File: src/shared/sync_serial_map.vh
// constants of the clock-synchronous serial transceiver: register offsets,
// control and status bit positions, reset values and shift-engine counts.
// assumes inclusion by logic/sync_serial.v and by the testbench; definitions only.
`ifndef SYNC_SERIAL_MAP_VH
`define SYNC_SERIAL_MAP_VH

// ------------------------------------------------------------
// register byte offsets (low address byte)
// ------------------------------------------------------------
`define A_CTRL 8'h00
`define A_BRG 8'h04
`define A_TXB 8'h08
`define A_RXB 8'h0C
`define A_STAT 8'h10

// ------------------------------------------------------------
// control register fields
// ------------------------------------------------------------
`define C_SRC 1:0
`define C_RTS 2
`define C_EXT 3
`define C_NOFC 4
`define C_OD 5
`define C_POL 6
`define C_MSB 7
`define C_TXIC 8
`define C_CONT 9
`define C_MPIN 10
`define C_PSEL 11
`define C_TXEN 12
`define C_RXEN 13
`define C_W 14
`define C_LO 7:0
`define C_HI 13:8
`define CTRL_RST 14'h0000
`define BRG_RST 8'h00

// ------------------------------------------------------------
// status register fields
// ------------------------------------------------------------
`define S_TBE 0
`define S_TSE 1
`define S_RXF 2
`define S_ORE 3
`define S_TIR 4
`define S_RIR 5
`define S_W 6

// ------------------------------------------------------------
// prescaler, shift engine and slave response codes
// ------------------------------------------------------------
`define SRC_F1 2'h0
`define SRC_F8 2'h1
`define PS8_END 3'h7
`define PS32_END 5'h1F
`define PS_STEP 5'h01
`define LAST_BIT 3'h7
`define BIT_STEP 3'h1
`define DUMMY 8'hFF
`define RESP_OK 2'h0
`define RESP_ERR 2'h2

`endif

File: src/logic/sync_serial.v
// clock-synchronous serial transceiver, one channel, with an AXI4-Lite
// register slave. assumes all pin inputs are synchronous to mclk_i and
// that an external clock is slower than a quarter of mclk_i.
//
// Contract
// - every frame carries exactly eight data bits, one per transfer clock.
// - internal clock is the prescaled clock divided by 2(n+1).
// - divider n is an 8-bit software value, 0 to 255.
// - external clock source: the partner drives the clock pin, device shifts on it.
// - transmit starts on enable, loaded buffer and, if chosen, clear-to-send low.
// - receive starts with receive and transmit enabled and buffer loaded.
// - transmit request on buffer-to-shifter move, or on shift end, by select.
// - receive request when a received frame lands in the receive buffer.
// - overrun flagged when a frame arrives before the previous was read.
// - on overrun the buffer is overwritten and no receive request is raised.
// - software picks rising or falling transfer-clock edge for data.
// - software picks least or most significant bit first.
// - continuous mode: reading the receive buffer re-arms reception at once.
// - channel one may route its clock output to either of two pins.
// - flow control is clear-to-send, request-to-send, or none.
// - synchronous mode exists on channels zero and one only.
// - format bit 7 low gives lsb first, high gives msb first.
// - data output stays high, or floats in open drain, until transfer starts.
// - two-pin clock only with internal clock; it disables flow control.
//
// Decided for this implementation: the AXI4-Lite slave port and the register offsets.
`include "sync_serial_map.vh"
`timescale 1ns/1ps

module sync_serial (
   input wire mclk_i,
   input wire rstn_i,
   input wire [7:0] awaddr_i,
   input wire awvalid_i,
   output wire awready_o,
   input wire [31:0] wdata_i,
   input wire [3:0] wstrb_i,
   input wire wvalid_i,
   output wire wready_o,
   output wire [1:0] bresp_o,
   output wire bvalid_o,
   input wire bready_i,
   input wire [7:0] araddr_i,
   input wire arvalid_i,
   output wire arready_o,
   output wire [31:0] rdata_o,
   output wire [1:0] rresp_o,
   output wire rvalid_o,
   input wire rready_i,
   input wire clk_pin_i,
   output wire clk_pin_o,
   output wire clk_pin_oe_o,
   output wire clk_alt_o,
   output wire clk_alt_oe_o,
   input wire rxd_i,
   output wire txd_o,
   output wire txd_oe_o,
   input wire cts_n_i,
   output wire rts_n_o,
   output wire tx_irq_o,
   output wire rx_irq_o
);

   localparam ST_IDLE = 1'b0;
   localparam ST_SHIFT = 1'b1;

   // one step of the shifter: new bit enters at the end opposite to output
   function [7:0] shift_in;
      input [7:0] sh;
      input b;
      input msb;
      begin
         shift_in = msb ? {sh[6:0], b} : {b, sh[7:1]};
      end
   endfunction

   // ------------------------------------------------------------
   // reset release
   // ------------------------------------------------------------
   reg [1:0] rst_sync_ff;
   wire rst_n = rst_sync_ff[1];
   always @(posedge mclk_i or negedge rstn_i) begin
      if (!rstn_i)
         rst_sync_ff <= 2'h0;
      else
         rst_sync_ff <= {rst_sync_ff[0], 1'b1};
   end

   // ------------------------------------------------------------
   // AXI4-Lite slave
   // ------------------------------------------------------------
   reg awready_ff, wready_ff, bvalid_ff, arready_ff, rvalid_ff;
   reg [1:0] bresp_ff, rresp_ff;
   reg [7:0] awaddr_ff;
   reg [31:0] wdata_ff, rdata_ff;
   reg [3:0] wstrb_ff;
   reg [`C_W-1:0] ctrl_ff;
   reg [7:0] brg_ff, txbuf_ff, rxbuf_ff;
   reg tbe_ff, rxf_ff, ore_ff, tir_ff, rir_ff, state_ff;

   wire wr_do = !awready_ff && !wready_ff && !bvalid_ff;
   wire ar_fire = arvalid_i && arready_ff;
   wire wr_ctrl = wr_do && awaddr_ff == `A_CTRL;
   wire wr_brg = wr_do && awaddr_ff == `A_BRG && wstrb_ff[0];
   wire wr_txb = wr_do && awaddr_ff == `A_TXB && wstrb_ff[0];
   wire wr_stat = wr_do && awaddr_ff == `A_STAT && wstrb_ff[0];
   wire rd_rxb = ar_fire && araddr_i == `A_RXB;
   wire wr_map = awaddr_ff == `A_CTRL || awaddr_ff == `A_BRG ||
                 awaddr_ff == `A_TXB || awaddr_ff == `A_RXB ||
                 awaddr_ff == `A_STAT;
   wire [`S_W-1:0] status = {rir_ff, tir_ff, ore_ff, rxf_ff,
                            state_ff == ST_IDLE, tbe_ff};

   reg [31:0] rd_mux;
   reg rd_hit;
   always @* begin
      rd_mux = 32'h0000_0000;
      rd_hit = 1'b1;
      case (araddr_i)
         `A_CTRL: rd_mux[`C_W-1:0] = ctrl_ff;
         `A_BRG: rd_mux[7:0] = brg_ff;
         `A_TXB: rd_mux[7:0] = txbuf_ff;
         `A_RXB: rd_mux[7:0] = rxbuf_ff;
         `A_STAT: rd_mux[`S_W-1:0] = status;
         default: rd_hit = 1'b0;
      endcase
   end

   always @(posedge mclk_i or negedge rst_n) begin
      if (!rst_n) begin
         awready_ff <= 1'b1;
         wready_ff <= 1'b1;
         bvalid_ff <= 1'b0;
         bresp_ff <= `RESP_OK;
         awaddr_ff <= 8'h00;
         wdata_ff <= 32'h0000_0000;
         wstrb_ff <= 4'h0;
         arready_ff <= 1'b1;
         rvalid_ff <= 1'b0;
         rresp_ff <= `RESP_OK;
         rdata_ff <= 32'h0000_0000;
      end else begin
         if (awvalid_i && awready_ff) begin
            awready_ff <= 1'b0;
            awaddr_ff <= awaddr_i;
         end
         if (wvalid_i && wready_ff) begin
            wready_ff <= 1'b0;
            wdata_ff <= wdata_i;
            wstrb_ff <= wstrb_i;
         end
         if (wr_do) begin
            bvalid_ff <= 1'b1;
            bresp_ff <= wr_map ? `RESP_OK : `RESP_ERR;
         end else if (bvalid_ff && bready_i) begin
            bvalid_ff <= 1'b0;
            awready_ff <= 1'b1;
            wready_ff <= 1'b1;
         end
         if (ar_fire) begin
            arready_ff <= 1'b0;
            rvalid_ff <= 1'b1;
            rdata_ff <= rd_mux;
            rresp_ff <= rd_hit ? `RESP_OK : `RESP_ERR;
         end else if (rvalid_ff && rready_i) begin
            rvalid_ff <= 1'b0;
            arready_ff <= 1'b1;
         end
      end
   end

   // ------------------------------------------------------------
   // control and divider registers
   // ------------------------------------------------------------
   always @(posedge mclk_i or negedge rst_n) begin
      if (!rst_n) begin
         ctrl_ff <= `CTRL_RST;
         brg_ff <= `BRG_RST;
      end else begin
         if (wr_ctrl && wstrb_ff[0])
            ctrl_ff[`C_LO] <= wdata_ff[7:0];
         if (wr_ctrl && wstrb_ff[1])
            ctrl_ff[`C_HI] <= wdata_ff[13:8];
         if (wr_brg)
            brg_ff <= wdata_ff[7:0];
      end
   end

   wire ext = ctrl_ff[`C_EXT];
   wire pol = ctrl_ff[`C_POL];
   wire msb = ctrl_ff[`C_MSB];
   wire idle_lvl = !pol;
   // two-pin clock needs the internal clock and takes the flow-control pin
   wire mpin = ctrl_ff[`C_MPIN] && !ext;
   wire cts_fn = !ctrl_ff[`C_NOFC] && !ctrl_ff[`C_RTS] && !mpin;
   wire rts_fn = !ctrl_ff[`C_NOFC] && ctrl_ff[`C_RTS] && !mpin;
   wire txen = ctrl_ff[`C_TXEN];
   wire rxen = ctrl_ff[`C_RXEN];

   // ------------------------------------------------------------
   // prescaler and bit-rate divider
   // ------------------------------------------------------------
   reg [4:0] ps_cnt_ff;
   reg [7:0] brg_cnt_ff;
   reg pre_tick;
   always @* begin
      case (ctrl_ff[`C_SRC])
         `SRC_F1: pre_tick = 1'b1;
         `SRC_F8: pre_tick = ps_cnt_ff[2:0] == `PS8_END;
         default: pre_tick = ps_cnt_ff == `PS32_END;
      endcase
   end
   // each half period is n+1 prescaled ticks, full period 2(n+1)
   wire half_tick = state_ff == ST_SHIFT && !ext && pre_tick &&
                    brg_cnt_ff == 8'h00;

   // ------------------------------------------------------------
   // transfer clock edges
   // ------------------------------------------------------------
   reg sclk_ff, pin_q_ff;
   wire int_lead = half_tick && sclk_ff == idle_lvl;
   wire int_trail = half_tick && sclk_ff != idle_lvl;
   wire ext_lead = ext && pin_q_ff == idle_lvl && clk_pin_i != idle_lvl;
   wire ext_trail = ext && pin_q_ff != idle_lvl && clk_pin_i == idle_lvl;
   wire lead = state_ff == ST_SHIFT && (int_lead || ext_lead);
   wire trail = state_ff == ST_SHIFT && (int_trail || ext_trail);

   // ------------------------------------------------------------
   // start condition and shift engine
   // ------------------------------------------------------------
   reg [7:0] sh_ff;
   reg [2:0] bit_cnt_ff;
   reg rx_act_ff, cont_arm_ff, txd_ff;
   reg tx_ev, rx_ev, ore_ev;
   wire cts_ok = !cts_fn || !cts_n_i;
   // the partner keeps an external clock at idle until the frame begins
   wire clk_idle_ok = !ext || clk_pin_i == idle_lvl;
   wire loaded = !tbe_ff || cont_arm_ff;
   wire start = state_ff == ST_IDLE && txen && loaded && cts_ok &&
                clk_idle_ok;
   wire done = trail && bit_cnt_ff == `LAST_BIT;
   wire [7:0] rx_word = shift_in(sh_ff, rxd_i, msb);

   always @* begin
      tx_ev = (start && !tbe_ff && !ctrl_ff[`C_TXIC]) ||
              (done && ctrl_ff[`C_TXIC]);
      ore_ev = done && rx_act_ff && rxf_ff && !rd_rxb;
      rx_ev = done && rx_act_ff && !ore_ev;
   end

   always @(posedge mclk_i or negedge rst_n) begin
      if (!rst_n) begin
         ps_cnt_ff <= 5'h00;
         brg_cnt_ff <= 8'h00;
         state_ff <= ST_IDLE;
         sclk_ff <= 1'b1;
         pin_q_ff <= 1'b1;
         sh_ff <= 8'h00;
         bit_cnt_ff <= 3'h0;
         rx_act_ff <= 1'b0;
         txd_ff <= 1'b1;
      end else begin
         ps_cnt_ff <= ps_cnt_ff + `PS_STEP;
         pin_q_ff <= clk_pin_i;
         if (start) begin
            state_ff <= ST_SHIFT;
            brg_cnt_ff <= brg_ff;
            sclk_ff <= idle_lvl;
            // pure reception still clocks out a word: the dummy one
            sh_ff <= tbe_ff ? `DUMMY : txbuf_ff;
            bit_cnt_ff <= 3'h0;
            rx_act_ff <= rxen;
         end else if (state_ff == ST_SHIFT) begin
            if (pre_tick && !ext)
               brg_cnt_ff <= brg_cnt_ff == 8'h00 ? brg_ff : brg_cnt_ff - 8'h01;
            if (half_tick)
               sclk_ff <= !sclk_ff;
            if (lead)
               txd_ff <= msb ? sh_ff[7] : sh_ff[0];
            if (trail) begin
               sh_ff <= rx_word;
               bit_cnt_ff <= bit_cnt_ff + `BIT_STEP;
            end
            if (done)
               state_ff <= ST_IDLE;
         end else begin
            sclk_ff <= idle_lvl;
         end
      end
   end

   // ------------------------------------------------------------
   // buffers and flags
   // ------------------------------------------------------------
   always @(posedge mclk_i or negedge rst_n) begin
      if (!rst_n) begin
         txbuf_ff <= 8'h00;
         rxbuf_ff <= 8'h00;
         tbe_ff <= 1'b1;
         rxf_ff <= 1'b0;
         ore_ff <= 1'b0;
         tir_ff <= 1'b0;
         rir_ff <= 1'b0;
         cont_arm_ff <= 1'b0;
      end else begin
         // a write in the same cycle as the move keeps the new data pending
         if (wr_txb) begin
            txbuf_ff <= wdata_ff[7:0];
            tbe_ff <= 1'b0;
         end else if (start) begin
            tbe_ff <= 1'b1;
         end
         if (done && rx_act_ff)
            rxbuf_ff <= rx_word;
         if (done && rx_act_ff)
            rxf_ff <= 1'b1;
         else if (rd_rxb)
            rxf_ff <= 1'b0;
         if (start)
            cont_arm_ff <= 1'b0;
         else if (rd_rxb && ctrl_ff[`C_CONT] && rxen)
            cont_arm_ff <= 1'b1;
         if (ore_ev)
            ore_ff <= 1'b1;
         else if (wr_stat && wdata_ff[`S_ORE])
            ore_ff <= 1'b0;
         if (tx_ev)
            tir_ff <= 1'b1;
         else if (wr_stat && wdata_ff[`S_TIR])
            tir_ff <= 1'b0;
         if (rx_ev)
            rir_ff <= 1'b1;
         else if (wr_stat && wdata_ff[`S_RIR])
            rir_ff <= 1'b0;
      end
   end

   // ------------------------------------------------------------
   // registered pin outputs
   // ------------------------------------------------------------
   reg clk_pin_ff, clk_pin_oe_ff, clk_alt_ff, clk_alt_oe_ff;
   reg txd_out_ff, txd_oe_ff, rts_n_ff, tx_irq_ff, rx_irq_ff;
   always @(posedge mclk_i or negedge rst_n) begin
      if (!rst_n) begin
         clk_pin_ff <= 1'b1;
         clk_pin_oe_ff <= 1'b0;
         clk_alt_ff <= 1'b1;
         clk_alt_oe_ff <= 1'b0;
         txd_out_ff <= 1'b1;
         txd_oe_ff <= 1'b0;
         rts_n_ff <= 1'b1;
         tx_irq_ff <= 1'b0;
         rx_irq_ff <= 1'b0;
      end else begin
         clk_pin_ff <= sclk_ff;
         clk_alt_ff <= sclk_ff;
         // the unselected pin is released rather than held at idle
         clk_pin_oe_ff <= !ext && !(mpin && ctrl_ff[`C_PSEL]);
         clk_alt_oe_ff <= mpin && ctrl_ff[`C_PSEL];
         txd_out_ff <= txd_ff;
         txd_oe_ff <= ctrl_ff[`C_OD] ? !txd_ff : 1'b1;
         rts_n_ff <= rts_fn ? !(rxen && !rxf_ff) : 1'b1;
         tx_irq_ff <= tx_ev;
         rx_irq_ff <= rx_ev;
      end
   end

   assign awready_o = awready_ff;
   assign wready_o = wready_ff;
   assign bresp_o = bresp_ff;
   assign bvalid_o = bvalid_ff;
   assign arready_o = arready_ff;
   assign rdata_o = rdata_ff;
   assign rresp_o = rresp_ff;
   assign rvalid_o = rvalid_ff;
   assign clk_pin_o = clk_pin_ff;
   assign clk_pin_oe_o = clk_pin_oe_ff;
   assign clk_alt_o = clk_alt_ff;
   assign clk_alt_oe_o = clk_alt_oe_ff;
   assign txd_o = txd_out_ff;
   assign txd_oe_o = txd_oe_ff;
   assign rts_n_o = rts_n_ff;
   assign tx_irq_o = tx_irq_ff;
   assign rx_irq_o = rx_irq_ff;

   // channel two has no synchronous mode, so this module models channels
   // zero and one only; the two-pin clock is simply left unused on zero

endmodule // sync_serial

File: config.mk
export PLATFORM = sky130hd
export DESIGN_NAME = sync_serial
export DESIGN_NICKNAME = d
export VERILOG_FILES = /design/src/logic/sync_serial.v
export VERILOG_INCLUDE_DIRS = /design/src /design/src/shared
export SDC_FILE = /design/constraint.sdc
export NUM_CORES = 1
export LEC_CHECK = 0
export BUFFER_PORTS_ARGS = -buffer_cell sky130_fd_sc_hd__clkbuf_2
export CAP_MARGIN = 20
export CORE_UTILIZATION = 45
export CTS_CLUSTER_DIAMETER = 80
export DETAILED_ROUTE_END_ITERATION = 10
export PLACE_DENSITY_LB_ADDON = 0.1
export SLEW_MARGIN = 30
export SYNTH_ARGS = -nofsm -noshare
export SYNTH_HDL_FRONTEND = slang
export SYNTH_SLANG_ARGS = --single-unit
File: constraint.sdc
create_clock -name mclk_i -period 3.8 [get_ports mclk_i]
set_clock_uncertainty 0.05 [all_clocks]
set_input_delay 0 -clock mclk_i [delete_from_list [all_inputs] [get_ports mclk_i]]
set_output_delay 0 -clock mclk_i [all_outputs]
set_load 0.02 [all_outputs]
==> flow_summary.toml <==
[finish]
regArea_um2 = 3220
design_area_um2 = 7380
fillers = 1104
drive_gt1_frac = 0.311
area_delta_synth_final_pct = 24.0
final_nets = 687
multi_input_area_um2 = 2500
utilization = 0.577
antennaDiodeCount = 0

[cts]
clock_latency_ns = 0.42
cts.sinks = 128
cts_buffers = 17
htreeDepth = 4
clk_pin_slew_ns = 0.06
post-cts-setup-buffers = 0
max-clock-path-buffers = 2
cts_tree = "yes"
cts_root_buf = "clkbuf_16"

[hold_path]
hold_path_class = "input pin to register"

[timing]
grt_setup_unrepaired = "no"
hold_viol_final = 0
max_slew_margin = 0.453
fin_setup_tns_ns = 0
finalCritPeriodShare = 0.669
max_freq_ghz = 0.393
finalMaxSlewViolations = 0
tightest_slew_ns = 0.818
finalWorstSetupSlack_ns = 1.26
period_minus_slack_ns = 2.54
setup_viol = 0

[pwr]
p_leak_nw = 3.44
power-per-cell-area_nw_per_um2 = 607
peakVddDrop_v = 0.000386

[synth]
synthCells = 502
synth_top_area_frac = 0.496
netlist_top_cells_area = "dfrtp_1, mux2_2, dfstp_2"
synth_cell_types = 56
ys_ff_latch = 128
syn_avg_cell_area_um2 = 11.8
synth_area_um2 = 5950
async_flop_share = 1.00
yosysWarnings = 0
ys_seq_area_frac = 0.541
yosys_most_used_dff = "dfrtp_1"
synth_edf_count = 0
synth_top_cell_by_area = "dfrtp_1"

[global_routing]
antenna_found_initial = 0
grt_first_pass_wirelength_um = 22000
overflow = 0
grt_pass1_vias = 4115
grt_max_degree = 45
grt_use_total = 0.223

[routing]
initialDrtViolationCount = 191
detail-route-antenna-nets = 0
avgRoutedWirePerCell_um = 17.3
vias_per_cell = 5.30
wirelength_um = 13900
first_pass_iters = 6
vias = 4256
drc = 0

[critical_path]
cp.arrival_ns = 2.80
path_class = "register to register"
endpoint_kind = "register"
cp-start-kind = "register"
cp_max_fo = 10
required_ns = 4.06

[place]
place_hpwl_um = 9380
place.gp.congestion = 0.793
port_buffers = 71
dpl_cell_area_um2 = 6420
pre_cts_slack_ns = 1.29

[floorplan]
core_area_um2 = 12800
die_h_um = 117
io_pins = 112
die_area_um2 = 13700
die_x_um = 117
start_util = 0.466
num_rows = 41

[run_status]
outcome = "finished clean"

[flow_run]
maxCapViolations = 0
==> report_power, final <==
group,total (mW),internal (mW),switching (mW)
Clock,1.54,0.955,0.589
Sequential,2.01,1.70,0.304
Combinational,0.925,0.462,0.463
==> what timing repair did <==
item,in CTS,in global routing
setup endpoints to repair,0,0
hold endpoints to repair,38,0
gates resized for setup,0,0
hold buffers,40,0
==> cells by family (layout without fill, tap and decap cells) <==
kind of cell    after synthesis  in the layout  synth area share
simple gates                115            115            0.0980
fa+ha+maj                     7              7            0.0147
other cells                   2             21           0.00126
mux                          91             91             0.177
compound gates              100            100             0.109
flops                       128            128             0.541
xor+xnor                      5              5           0.00736
buf+inv                      54            164            0.0520
==> Yosys cell counts (10+ instances only) <==
| cell | instances |
|---|---|
| nand2_1 | 43 |
| mux2_2 | 63 |
| nor2_1 | 18 |
| buf_4 | 21 |
| inv_1 | 13 |
| dfstp_2 | 10 |
| clkbuf_1 | 13 |
| dfrtp_1 | 118 |
| o21ai_0 | 39 |
| a21oi_1 | 14 |
| mux2i_1 | 18 |
==> worst max-delay path, cell delays in order (launching register included) <==
cell and delay [ns]:
dfrtp_1 0.41, inv_1 0.12, ha_1 0.15, nor3b_1 0.30, and3_1 0.45, a41o_1 0.28, and3_4 0.34, mux2_4 0.32
==> through the flow <==
step,cells,power (mW),hold WS [ns]
6_report,803,4.48,0.0365
5_1_grt,803,4.73,0.0558
4_1_cts,803,4.52,0.0111
3_5_place_dp,731,2.91,-0.262
3_3_place_gp,730,2.86,-0.264
2_1_floorplan,521,2.65,-0.346
==> state kept, by name (all words and copies together), names as in the netlist, 2 cells and up <==
signal / cells
brg_ff: 8
rxbuf_ff: 8
sh_ff: 8
bit_cnt_ff: 3
txbuf_ff: 8
brg_cnt_ff: 8
wstrb_ff: 2
awaddr_ff: 8
ps_cnt_ff: 5
rst_sync_ff: 2
wdata_ff: 14
rdata_o: 14
ctrl_ff: 14
==> path summary, 6_finish.rpt <==
path | from | end | slack, ns | cells after the start
worst max-delay path | brg_cnt_ff[0] | rxbuf_ff[4] | 1.26 | 7
worst max register to register | brg_cnt_ff[0] | rxbuf_ff[4] | 1.26 | 7
worst min register to register | rst_sync_ff[1] | wdata_ff[10] | 0.26 | 0
worst min-delay path | araddr_i[5] | rdata_o[7] | 0.04 | 5
max in group asynchronous | rst_sync_ff[1] | ctrl_ff[3] | 2.52 | 2
min in group asynchronous | rst_sync_ff[1] | wdata_ff[10] | 0.26 | 0
==> placed cells by master, fill, tap and decap left out, types with 2 or more instances in the layout <==
master	synthesis	routed
clkbuf_2	0	71
o311ai_0	2	2
dfstp_2	10	10
a32o_1	2	2
o21a_1	4	4
o22a_1	5	5
o31a_1	2	2
nand2_1	43	43
mux2_2	63	63
dfrtp_1	118	117
dlygate4sd3_1	0	40
xnor2_1	4	4
mux4_2	2	2
nand2b_1	3	3
clkbuf_1	13	3
conb_1	2	21
mux2i_1	18	18
o2bb2ai_1	3	3
nor2b_1	3	3
a22o_1	7	7
mux2_4	8	8
ha_1	7	7
buf_4	21	7
inv_1	13	13
o21ai_0	39	39
a2bb2oi_1	3	3
clkinvlp_4	0	2
clkinv_2	0	7
a31oi_1	9	9
nand3_1	8	8
nand4_1	2	2
and2_1	2	2
nor2_1	18	18
a21oi_1	14	14
bufinv_16	0	2
nand3b_1	7	7
clkbuf_16	0	17
and3_1	9	9
nor3_1	9	9
==> metal layers <==
metal / part of all wire / vias up / track usage
met5: 0 / - / 0
met3: 0.048 / 18 / 0.0613
met4: 0.019 / 0 / 0.0802
met2: 0.46 / 128 / 0.333
met1: 0.47 / 2100 / 0.313
li1: - / 2010 / -
==> final cells by class <==
type,instances,share of cell area
clock buffer,20,0.0592
clock inverter,12,0.0161
inverter,13,0.00662
multi-input combinational,339,0.339
sequential,128,0.436
tap,172,0.0292
timing repair buffer,119,0.113
Power figures use the tool's default switching activity.
